`config.mk`:
```
export PLATFORM = sky130hd
export DESIGN_NAME = fcs_flash_command_status_control
export DESIGN_NICKNAME = d
export VERILOG_FILES = /design/src/design/fcs_pkg.sv /design/src/design/fcs_flash_command_status_control.sv
export SDC_FILE = /design/constraint.sdc
export NUM_CORES = 1
export LEC_CHECK = 0
export BUFFER_PORTS_ARGS = -buffer_cell sky130_fd_sc_hd__buf_2
export CAP_MARGIN = 15
export CORE_ASPECT_RATIO = 1.25
export CORE_MARGIN = 2
export CORE_UTILIZATION = 53
export CTS_CLUSTER_SIZE = 14
export DETAILED_ROUTE_END_ITERATION = 6
export PLACE_DENSITY = 0.85
export SLEW_MARGIN = 20
export SYNTH_ARGS = -nofsm -noshare
export SYNTH_HDL_FRONTEND = slang
export SYNTH_SLANG_ARGS = --single-unit
```
`constraint.sdc`:
```
create_clock -name clk_i -period 3.53 [get_ports clk_i]
set_input_delay 0.1765 -clock clk_i [delete_from_list [all_inputs] [get_ports clk_i]]
set_output_delay 0.1765 -clock clk_i [all_outputs]
set_load 0.02 [all_outputs]
```
`src/design/fcs_pkg.sv`:
```
// Contract
// key-write select clear: key range writes start a program or erase command
// key-write select set: key range writes go to key storage, no command
// reset loads protection register from nonvolatile protection byte
// protection register readable; user writes ignored; debug writes allowed
// protect disable zero: seven-bit boundary sets unprotected top region end
// refuse program/erase on protected locations; disable one protects nothing
// writing one to buffer-empty launches command; burst transfer also clears it; code keeps it set for a burst launched while busy
// only burst program is buffered; empty flag means room for another
// complete flag set when buffer empty and idle; cleared on launch
// protected target: command ignored, violation flag set, write-one clears
// access error on bad sequence, divider not loaded, or stop while busy
// access error clears only on software write of one
// blank check end sets blank flag if all erased; new command clears
// decoder accepts blank check, byte program and burst program codes
// decoder accepts page erase (512 bytes) and mass erase codes
// any other command code is rejected with access error
// software needs blank check only for the security unlock procedure
// program/erase blocked until divider written once; sets loaded flag
// successful blank check sets security code to unsecured pattern
// after reset: buffer empty and complete set, other flags clear
package fcs_pkg;
    // register word offsets (byte addresses)
    localparam logic [5:0] OFS_DIVIDER = 6'h00;
    localparam logic [5:0] OFS_CONFIG = 6'h04;
    localparam logic [5:0] OFS_PROTECT = 6'h08;
    localparam logic [5:0] OFS_STATUS = 6'h0c;
    localparam logic [5:0] OFS_COMMAND = 6'h10;
    // status, config, divider and protect bit positions
    localparam int ST_BUF_EMPTY = 7;
    localparam int ST_COMPLETE = 6;
    localparam int ST_VIOL = 5;
    localparam int ST_ACCERR = 4;
    localparam int ST_BLANK = 2;
    localparam int CFG_KEY_SEL = 5;
    localparam int DIV_LOADED = 7;
    localparam int PROT_DISABLE = 0;
    // command codes
    localparam logic [7:0] CMD_BLANK = 8'h05;
    localparam logic [7:0] CMD_BYTE_PROG = 8'h20;
    localparam logic [7:0] CMD_BURST_PROG = 8'h25;
    localparam logic [7:0] CMD_PAGE_ERASE = 8'h40;
    localparam logic [7:0] CMD_MASS_ERASE = 8'h41;
    // key range, security code and reset values
    localparam logic [15:0] KEY_BASE = 16'hffb0;
    localparam logic [15:0] KEY_LAST = 16'hffb7;
    localparam logic [1:0] SEC_UNSECURED = 2'h2;
    localparam logic [7:0] CFG_RESET = 8'h00;
    localparam logic [7:0] DIV_RESET = 8'h00;
    typedef enum logic [1:0] {
        FCS_IDLE,
        FCS_ADDR,
        FCS_DATA,
        FCS_WAIT
    } fcs_seq_t;
endpackage

```
`src/design/fcs_flash_command_status_control.sv`:
```
// The register offsets and the Wishbone register port were chosen for this implementation.
module fcs_flash_command_status_control #(
    parameter int ADDR_W = 16
) (
    // clock and reset
    input wire logic clk_i,
    input wire logic rst_i,
    // wishbone slave
    input wire logic cyc_i,
    input wire logic stb_i,
    input wire logic we_i,
    input wire logic [5:0] adr_i,
    input wire logic [3:0] sel_i,
    input wire logic [31:0] dat_i,
    output logic [31:0] dat_o,
    output logic ack_o,
    // cpu writes into flash space
    input wire logic fwr_i,
    input wire logic [ADDR_W-1:0] faddr_i,
    input wire logic [7:0] fdata_i,
    // nonvolatile protection byte and debug access
    input wire logic [7:0] nv_protect_i,
    input wire logic dbg_prot_we_i,
    input wire logic [7:0] dbg_prot_i,
    input wire logic stop_req_i,
    // flash array side
    output logic arr_start_o,
    output logic [7:0] arr_cmd_o,
    output logic [ADDR_W-1:0] arr_addr_o,
    output logic [7:0] arr_data_o,
    input wire logic arr_busy_i,
    input wire logic arr_done_i,
    input wire logic arr_blank_i,
    // key storage and security
    output logic key_we_o,
    output logic [2:0] key_idx_o,
    output logic [7:0] key_data_o,
    output logic [1:0] sec_set_o
);
    ////////////////////////////////////////////////////////////////////////
    logic [7:0] divider;
    logic div_loaded;
    logic [7:0] cfg;
    logic [7:0] prot;
    logic [7:0] cmd;
    logic [ADDR_W-1:0] cmd_addr;
    logic [7:0] cmd_data;
    logic cmd_valid;
    logic buf_empty;
    logic viol;
    logic accerr;
    logic blank;
    logic active;
    logic [1:0] loaded;
    logic prot_loaded;
    ////////////////////////////////////////////////////////////////////////
    wire bus_req = cyc_i & stb_i & ~ack_o;
    // full six-bit decode keeps the command register off the divider
    wire [5:0] ofs = adr_i;
    wire wr_lane0 = bus_req & we_i & sel_i[0];
    wire wr_div = wr_lane0 & (ofs == fcs_pkg::OFS_DIVIDER);
    wire wr_cfg = wr_lane0 & (ofs == fcs_pkg::OFS_CONFIG);
    wire wr_stat = wr_lane0 & (ofs == fcs_pkg::OFS_STATUS);
    wire wr_cmd = wr_lane0 & (ofs == fcs_pkg::OFS_COMMAND);
    wire in_key = (faddr_i >= fcs_pkg::KEY_BASE[ADDR_W-1:0])
        & (faddr_i <= fcs_pkg::KEY_LAST[ADDR_W-1:0]);
    wire key_sel = cfg[fcs_pkg::CFG_KEY_SEL];
    // key write route
    wire key_wr = fwr_i & in_key & key_sel;
    // key range starts a command
    wire arr_wr = fwr_i & ~(in_key & key_sel);
    // program codes
    wire is_prog = (cmd == fcs_pkg::CMD_BYTE_PROG)
        | (cmd == fcs_pkg::CMD_BURST_PROG);
    // erase codes
    wire is_erase = (cmd == fcs_pkg::CMD_PAGE_ERASE)
        | (cmd == fcs_pkg::CMD_MASS_ERASE);
    // illegal code
    wire legal = is_prog | is_erase | (cmd == fcs_pkg::CMD_BLANK);
    // boundary, address above it is protected
    wire [ADDR_W-1:0] bound = {prot[7:1], {(ADDR_W-7){1'b1}}};
    // protection check
    wire protected_hit = ~prot[fcs_pkg::PROT_DISABLE]
        & ((cmd == fcs_pkg::CMD_MASS_ERASE) | (cmd_addr > bound));
    wire launch = wr_stat & dat_i[fcs_pkg::ST_BUF_EMPTY] & buf_empty;
    // bad sequence: launch without data or illegal code
    wire seq_bad = launch & (~cmd_valid | ~legal);
    // divider must be loaded for program/erase
    wire div_bad = launch & ~div_loaded & (is_prog | is_erase);
    wire stop_bad = stop_req_i & active;
    wire viol_hit = launch & ~seq_bad & ~div_bad & (is_prog | is_erase)
        & protected_hit;
    wire go = launch & ~seq_bad & ~div_bad & ~viol_hit;
    // only burst program frees the buffer while array is busy
    wire buffered = go & (cmd == fcs_pkg::CMD_BURST_PROG) & active;
    wire [7:0] status = {buf_empty, ~active & buf_empty, viol, accerr,
        1'b0, blank, 2'b00};
    wire [7:0] rd_byte = (ofs == fcs_pkg::OFS_DIVIDER) ?
        {div_loaded, divider[6:0]} :
        (ofs == fcs_pkg::OFS_CONFIG) ? cfg :
        (ofs == fcs_pkg::OFS_PROTECT) ? prot :
        (ofs == fcs_pkg::OFS_STATUS) ? status :
        (ofs == fcs_pkg::OFS_COMMAND) ? cmd : 8'h00;
    ////////////////////////////////////////////////////////////////////////
    always_ff @(posedge clk_i) begin
        if (rst_i) begin
            ack_o <= 1'b0;
            dat_o <= 32'h0;
        end else begin
            ack_o <= bus_req;
            dat_o <= bus_req ? {24'h0, rd_byte} : 32'h0;
        end
    end
    ////////////////////////////////////////////////////////////////////////
    always_ff @(posedge clk_i) begin
        if (rst_i) begin
            divider <= fcs_pkg::DIV_RESET;
            div_loaded <= 1'b0;
            cfg <= fcs_pkg::CFG_RESET;
        end else begin
            // first divider write
            if (wr_div) begin
                divider <= dat_i[7:0];
                div_loaded <= 1'b1;
            end
            if (wr_cfg) begin
                cfg <= dat_i[7:0] & 8'h20;
            end
        end
    end
    ////////////////////////////////////////////////////////////////////////
    // strap capture happens one edge after reset release, never async
    always_ff @(posedge clk_i) begin
        if (rst_i) begin
            prot_loaded <= 1'b0;
            prot <= 8'h00;
        end else if (!prot_loaded) begin
            // load from nonvolatile byte
            prot <= nv_protect_i;
            prot_loaded <= 1'b1;
        end else if (dbg_prot_we_i) begin
            // only debug may alter it
            prot <= dbg_prot_i;
        end
    end
    ////////////////////////////////////////////////////////////////////////
    always_ff @(posedge clk_i) begin
        if (rst_i) begin
            cmd <= 8'h00;
            cmd_addr <= '0;
            cmd_data <= 8'h00;
            cmd_valid <= 1'b0;
        end else begin
            if (arr_wr & buf_empty) begin
                cmd_addr <= faddr_i;
                cmd_data <= fdata_i;
                cmd_valid <= 1'b1;
            end else if (launch) begin
                cmd_valid <= 1'b0;
            end
            if (wr_cmd) begin
                cmd <= dat_i[7:0];
            end
        end
    end
    ////////////////////////////////////////////////////////////////////////
    always_ff @(posedge clk_i) begin
        if (rst_i) begin
            // idle reset state
            buf_empty <= 1'b1;
            viol <= 1'b0;
            accerr <= 1'b0;
            blank <= 1'b0;
            active <= 1'b0;
            arr_start_o <= 1'b0;
            arr_cmd_o <= 8'h00;
            arr_addr_o <= '0;
            arr_data_o <= 8'h00;
            sec_set_o <= 2'b00;
        end else begin
            arr_start_o <= 1'b0;
            sec_set_o <= 2'b00;
            // launch clears buffer-empty; a burst launched while busy keeps it free
            if (go & ~buffered) begin
                buf_empty <= 1'b0;
            end else if (~active | arr_done_i) begin
                buf_empty <= 1'b1;
            end
            // complete is derived from buffer empty and idle
            if (go) begin
                active <= 1'b1;
                arr_start_o <= 1'b1;
                arr_cmd_o <= cmd;
                arr_addr_o <= cmd_addr;
                arr_data_o <= cmd_data;
            end else if (arr_done_i & ~arr_busy_i) begin
                active <= 1'b0;
            end
            // violation set wins over clear
            if (viol_hit) begin
                viol <= 1'b1;
            end else if (wr_stat & dat_i[fcs_pkg::ST_VIOL]) begin
                viol <= 1'b0;
            end
            // access error sources
            if (seq_bad | div_bad | stop_bad) begin
                accerr <= 1'b1;
            // write one clears
            end else if (wr_stat & dat_i[fcs_pkg::ST_ACCERR]) begin
                accerr <= 1'b0;
            end
            // blank flag
            if (go) begin
                blank <= 1'b0;
            end else if (arr_done_i & (arr_cmd_o == fcs_pkg::CMD_BLANK)) begin
                blank <= arr_blank_i;
                // unsecure after blank check
                if (arr_blank_i) begin
                    sec_set_o <= fcs_pkg::SEC_UNSECURED;
                end
            end
        end
    end
    ////////////////////////////////////////////////////////////////////////
    always_ff @(posedge clk_i) begin
        if (rst_i) begin
            key_we_o <= 1'b0;
            key_idx_o <= 3'h0;
            key_data_o <= 8'h00;
        end else begin
            key_we_o <= key_wr;
            key_idx_o <= faddr_i[2:0];
            key_data_o <= fdata_i;
        end
    end
endmodule

```
# Word level (Yosys, flattened, before mapping)
# Cells that the tools add are included.
# W data, S select, Z words.
[word_totals]
register_bits = 136
latchBits = 0
ramBits = 0
mem_bits_ro = 0
input_bits = 93
output_inout_bits = 80
wordCells = 125
memories = 0
[classes]
addsub = 0
n_mul = 0
n_div = 0
n_lt_le_gt_ge = 3
eq_ne = 11
n_shift = 0
muxes = 20
n_bitwise = 57
reduce_logical = 9
[op_table]
columns = ["op", "count"]
rows = [
  ["$mux W8", 7],
  ["$and A1 B1 Y1", 34],
  ["$eq A8 B3 Y1 const B", 2],
  ["$eq A8 B6 Y1 const B", 2],
  ["$eq A8 B7 Y1 const B", 2],
  ["$ge A16 B16 Y1 const B", 1],
  ["$gt A16 B16 Y1", 1],
  ["$le A16 B16 Y1 const B", 1],
  ["$not A1 Y1", 14],
  ["$eq A6 B4 Y1 const B", 2],
  ["$mux W1", 12],
  ["$reduce_bool A2 Y1", 5],
  ["$or A1 B1 Y1", 9],
  ["$eq A6 B3 Y1 const B", 1],
  ["$eq A6 B5 Y1 const B", 1],
  ["$logic_not A6 Y1", 1],
  ["$reduce_or A2 Y1", 2],
  ["$reduce_or A3 Y1", 1],
  ["$mux W2", 1],
  ["$ne A2 B2 Y1 const B", 1],
]

# Logic depth before layout (Yosys ltp)
[depth]
word_depth = 20
mapped_depth = 8
ltp_nobuf = 7

# Worst setup path before layout
# No wires, ideal clock.
[synth_path]
path_kind = "reg-to-reg"
startpoint = "reg cmd[1]"
endpoint = "reg arr_addr_o[0]"
setup_ns = 0.072
t_arrival_ns = 2.095
required_time_ns = 3.458
setup_slack_ns = 1.363
path_stages_with_launch = 6
n_path_buf = 1
period_less_slack_ns = 2.167
cell_sequence = "dfxtp_1 > or4_4 > o41a_1 > a2111oi_4 > buf_6 > mux2i_1"
[synth_via]
elab_chain_len = 14
elab_cells_between_ends = 23
cone_classes = "eq/ne: 5; bitwise: 18"
[synth_rtl]
columns = ["item", "line_no", "rtl"]
rows = [
  ["start: declaration", "fcs_flash_command_status_control.sv:45", "logic [7:0] cmd;"],
  ["start signal: assignment", "fcs_flash_command_status_control.sv:162", "cmd <= dat_i[7:0];"],
  ["$eq A8 B6 Y1 (tied with other cells)", "fcs_flash_command_status_control.sv:73", "wire is_prog = (cmd == fcs_pkg::CMD_BYTE_PROG)"],
  ["$or A1 B1 Y1, on equally long branches", "fcs_flash_command_status_control.sv:74, fcs_flash_command_status_control.sv:77", ""],
  ["$or A1 B1 Y1", "fcs_flash_command_status_control.sv:79, fcs_flash_command_status_control.sv:89, fcs_flash_command_status_control.sv:91", ""],
  ["$or A1 B1 Y1", "fcs_flash_command_status_control.sv:79", "wire legal = is_prog | is_erase | (cmd == fcs_pkg::CMD_BLANK);"],
  ["$not A1 Y1", "fcs_flash_command_status_control.sv:87", "wire seq_bad = launch & (~cmd_valid | ~legal);"],
  ["$or A1 B1 Y1", "fcs_flash_command_status_control.sv:87", ""],
  ["$and A1 B1 Y1", "fcs_flash_command_status_control.sv:87", ""],
  ["$not A1 Y1", "fcs_flash_command_status_control.sv:91, fcs_flash_command_status_control.sv:93", ""],
  ["$and A1 B1 Y1 (2 in series)", "fcs_flash_command_status_control.sv:91, fcs_flash_command_status_control.sv:93", ""],
  ["$and A1 B1 Y1", "fcs_flash_command_status_control.sv:91", "wire viol_hit = launch & ~seq_bad & ~div_bad & (is_prog | is_erase)"],
  ["$and A1 B1 Y1", "fcs_flash_command_status_control.sv:92", "& protected_hit;"],
  ["$not A1 Y1", "fcs_flash_command_status_control.sv:93", "wire go = launch & ~seq_bad & ~div_bad & ~viol_hit;"],
  ["$and A1 B1 Y1 (*)", "fcs_flash_command_status_control.sv:93", ""],
  ["end signal: assignment", "fcs_flash_command_status_control.sv:194", "arr_addr_o <= cmd_addr;"],
  ["end: declaration", "fcs_flash_command_status_control.sv:29", "output logic [ADDR_W-1:0] arr_addr_o,"],
]
# Mark *: on every way between the ends. The rest lies on a longest branch, timed or not.
# A chain may end at the register's enable or synchronous reset.

# Worst setup path after layout
[layout_path]
startpoint = "reg prot[6]"
endpoint = "reg arr_addr_o[12]"
[layout_via]
elab_chain_len = 6
[layout_rtl]
columns = ["item", "line_no", "rtl"]
rows = [
  ["start: declaration", "fcs_flash_command_status_control.sv:44", "logic [7:0] prot;"],
  ["start signal: assignment", "fcs_flash_command_status_control.sv:139", "prot <= nv_protect_i;"],
  ["start signal: assignment", "fcs_flash_command_status_control.sv:143", "prot <= dbg_prot_i;"],
  ["$gt A16 B16 Y1", "fcs_flash_command_status_control.sv:84", "& ((cmd == fcs_pkg::CMD_MASS_ERASE) | (cmd_addr > bound));"],
  ["$or A1 B1 Y1", "fcs_flash_command_status_control.sv:84", ""],
  ["$and A1 B1 Y1", "fcs_flash_command_status_control.sv:84", ""],
  ["$and A1 B1 Y1", "fcs_flash_command_status_control.sv:92", ""],
  ["$not A1 Y1", "fcs_flash_command_status_control.sv:93", ""],
  ["$and A1 B1 Y1", "fcs_flash_command_status_control.sv:93", ""],
]
# No other way between the ends.

==> metrics.log <==
[metrics] result of the run: finished clean
[metrics] Post-Synthesis Cell Area: 0.00477 sq mm
[metrics] wire length of the first global-routing pass: 17.2 mm
[metrics] sequential element share of the synthesized area: 0.466
[metrics] worst min-delay path category: in -> reg
[metrics] Clock Tree Buf Depth: 2
[metrics] net count of the finished layout: 719
[metrics] power per cell area: 424 mW/mm^2
[metrics] worst clock skew: 0.0124 ns
[metrics] post-CTS resize count: 0
[metrics] GR Overflow Total: 0
[metrics] critical path class: reg -> reg
[metrics] setup repair after global routing missed its margin: false
[metrics] Detail Placement HPWL: 8.34 mm
[metrics] final routed wire length divided by cell count: 15.1 um
[metrics] maxcap violations: 0
[metrics] Post-Synthesis Mean Instance Area: 9.36 sq um
[metrics] vias after detailed routing: 4052
[metrics] maximum number of pins on one net before global-route repair: 68
[metrics] fill count: 733
[metrics] distinct cell type count of the synthesized netlist: 53
[metrics] startpoint of the most critical hold path: fdata_i[4]
[metrics] overall power consumption: 2.34 mW
[metrics] Placement Rows: 38
[metrics] post-cts hold buffer count: 0
[metrics] met2 global-route usage: 0.393
[metrics] Synth Register Bits: 111
[metrics] top library cells by usage in the layout, fill and taps aside: buf_2, dfxtp_1, nand2_1, mux2i_1, nor2_1
[metrics] Slew Limit Headroom: 0.534
[metrics] FMAX: 0.372 GHz
[metrics] Horiz. Die Dim: 88.9 um
[metrics] arrival time reported for the critical path endpoint: 2.97 ns
[metrics] via count of the first global-routing pass: 3742
[metrics] GRT Resource Usage Total: 0.227
[metrics] TNS Setup: 0 ns
[metrics] setup fix buffers added after clock tree synthesis: 0
[metrics] wirelength, routed: 11.2 mm
[metrics] min cycle time layout: 2.69 ns
[metrics] Crit path required time: 3.81 ns
[metrics] Synth Flop Type: dfxtp_1
[metrics] global route hottest layer: met2
[metrics] routing usage on met1: 0.263
[metrics] Worst R2R Start: prot[6]
[metrics] TritonCTS buffer count: 9
[metrics] CTS clk-pin slew, worst paths: 0.10 ns
[metrics] last weighted congestion value of the routability-driven placer: 0.892
[metrics] library cell used as clock root buffer: clkbuf_8
[metrics] worst-case setup margin in the final layout: 0.842 ns
[metrics] violation count after the first detailed-routing iteration: 207
[metrics] met3 Usage GRT: 0.0544
[metrics] Hold Violations, Final: 0
[metrics] CP startpoint kind: flop
[metrics] router iterations before antenna repair: 6
[metrics] number of warning messages in the yosys log: 0
[metrics] worst hold path cell count: 2
[metrics] area added between synthesis and finish: 15.9%
[metrics] CTS H-Tree Depth: 3
[metrics] EDFF count, synth: 0
[metrics] Clock Latency Late Sink: 0.36 ns
[metrics] count of input and output buffers: 120
[metrics] final worst-path cycle share: 0.761
[metrics] Max rail drop VDD: 0.259 mV
[metrics] max-slew violation total from the final report: 0
[metrics] transition time at the pin with the least slew margin: 0.698 ns
[metrics] critical path launch point: prot[6]
[metrics] total die area: 0.00979 sq mm
[metrics] placeable core region: 0.00870 sq mm
[metrics] Setup Viol. Count Final: 0
[metrics] CTS tree: built
[metrics] drt via density: 5.45
[metrics] depth of the worst register-to-register path: 8
[metrics] worst-case setup slack after placement: 0.858 ns
[metrics] top fanout value on the critical path: 31
[metrics] count of antenna diodes in the layout: 0
[metrics] category of the worst setup path capture point: flop
[metrics] number of clock sinks seen by CTS: 111
[metrics] drt drc: 0
[metrics] initial antenna violation count: 0
[metrics] number of placed I/O pins: 173
[metrics] LEAKAGE: 2.48 nW
[metrics] share of cells above drive strength 1: 0.245
[metrics] most common cell after layout, fill and taps aside: buf_2
[metrics] antenna-violating nets left: 0
[metrics] vertical extent of the die: 110 um
[metrics] synthesized instance count: 510
[metrics] effective utilization at floorplan: 0.549
[metrics] share of synthesized registers carrying an async set or reset: 0
-- final cells by class --
type	instances	area, sq um	share of cell area
clock buffers	11	141	0.0256
clock inverters	5	81.3	0.0147
well taps	120	150	0.0271
inverters	15	56.3	0.0102
repair buffers	127	653	0.118
flip-flops and latches	111	2220	0.402
multi-input cells	355	2230	0.402
-- stage by stage --
step,cells,hold WS [ns],utilization,cell area (sq um)
after floorplan,534,0.305,-,4860
after global placement,728,0.409,0.610,5310
after detailed placement,728,0.406,0.610,5310
after CTS,744,0.0205,0.636,5530
after global routing,744,0.0221,0.636,5530
final,744,0.0317,0.636,5530
-- report_power, final --
group          switching (mW)  internal [mW]  total, mW
Clock                   0.405          0.420      0.824
Sequential             0.0235           1.28       1.31
Combinational           0.136         0.0772      0.213
Total                   0.564           1.78       2.34
-- registers in the layout, summed over array words and instances, names as in the netlist, 3 cells and up --
signal / count
arr_addr_o: 16
cmd_addr: 16
arr_cmd_o: 8
arr_data_o: 8
cmd: 8
cmd_data: 8
dat_o: 8
key_data_o: 8
prot: 8
divider: 7
key_idx_o: 3
-- synthesized netlist by cell type (3+ instances only) --
cell	count	area share
a211oi_1	8	0.013
a21oi_1	17	0.018
a222oi_1	6	0.013
a31oi_1	3	0.0039
and3_1	5	0.0066
buf_4	26	0.041
buf_6	3	0.0071
clkbuf_1	17	0.013
clkbuf_8	3	0.0087
dfxtp_1	111	0.47
ha_1	7	0.018
inv_1	15	0.012
mux2i_1	68	0.14
nand2_1	80	0.063
nand4_1	8	0.010
nor2_1	54	0.042
nor2b_1	11	0.014
nor3_1	5	0.0052
nor4_1	4	0.0052
o21ai_0	16	0.017
-- cells by family (layout without fill, tap and decap cells) --
group / count (synthesis) / count (layout) / share of synthesized area
AO/OA/AOI/OAI: 63 / 63 / 0.0928
adder cells (fa/ha/maj): 7 / 7 / 0.0183
buffers and inverters: 68 / 158 / 0.0875
flip-flops: 111 / 111 / 0.466
multiplexers: 68 / 68 / 0.143
other: 1 / 25 / 0.000786
AND/OR/NAND/NOR: 192 / 192 / 0.192
-- critical path, cell delays in order (launching register included) --
cell	delay (ns)
dfxtp_1	0.42
inv_1	0.07
ha_1	0.30
nand4_1	0.12
nor4_1	0.44
nor4_2	0.12
a2111oi_4	0.36
buf_4	0.51
mux2i_1	0.26
-- final timing paths --
check        slack (ns)        endpoint
min reg2reg        0.46   arr_addr_o[0]
min                0.03   key_data_o[4]
max reg2reg        0.84  arr_addr_o[12]
max                0.84  arr_addr_o[12]
-- metal layers --
layer	wire length (um)	up-vias
li1	-	1933
met1	4510	1921
met2	5690	167
met3	641	31
met4	378	0
met5	0	-
No activity file was read; power rests on OpenSTA's default activity.
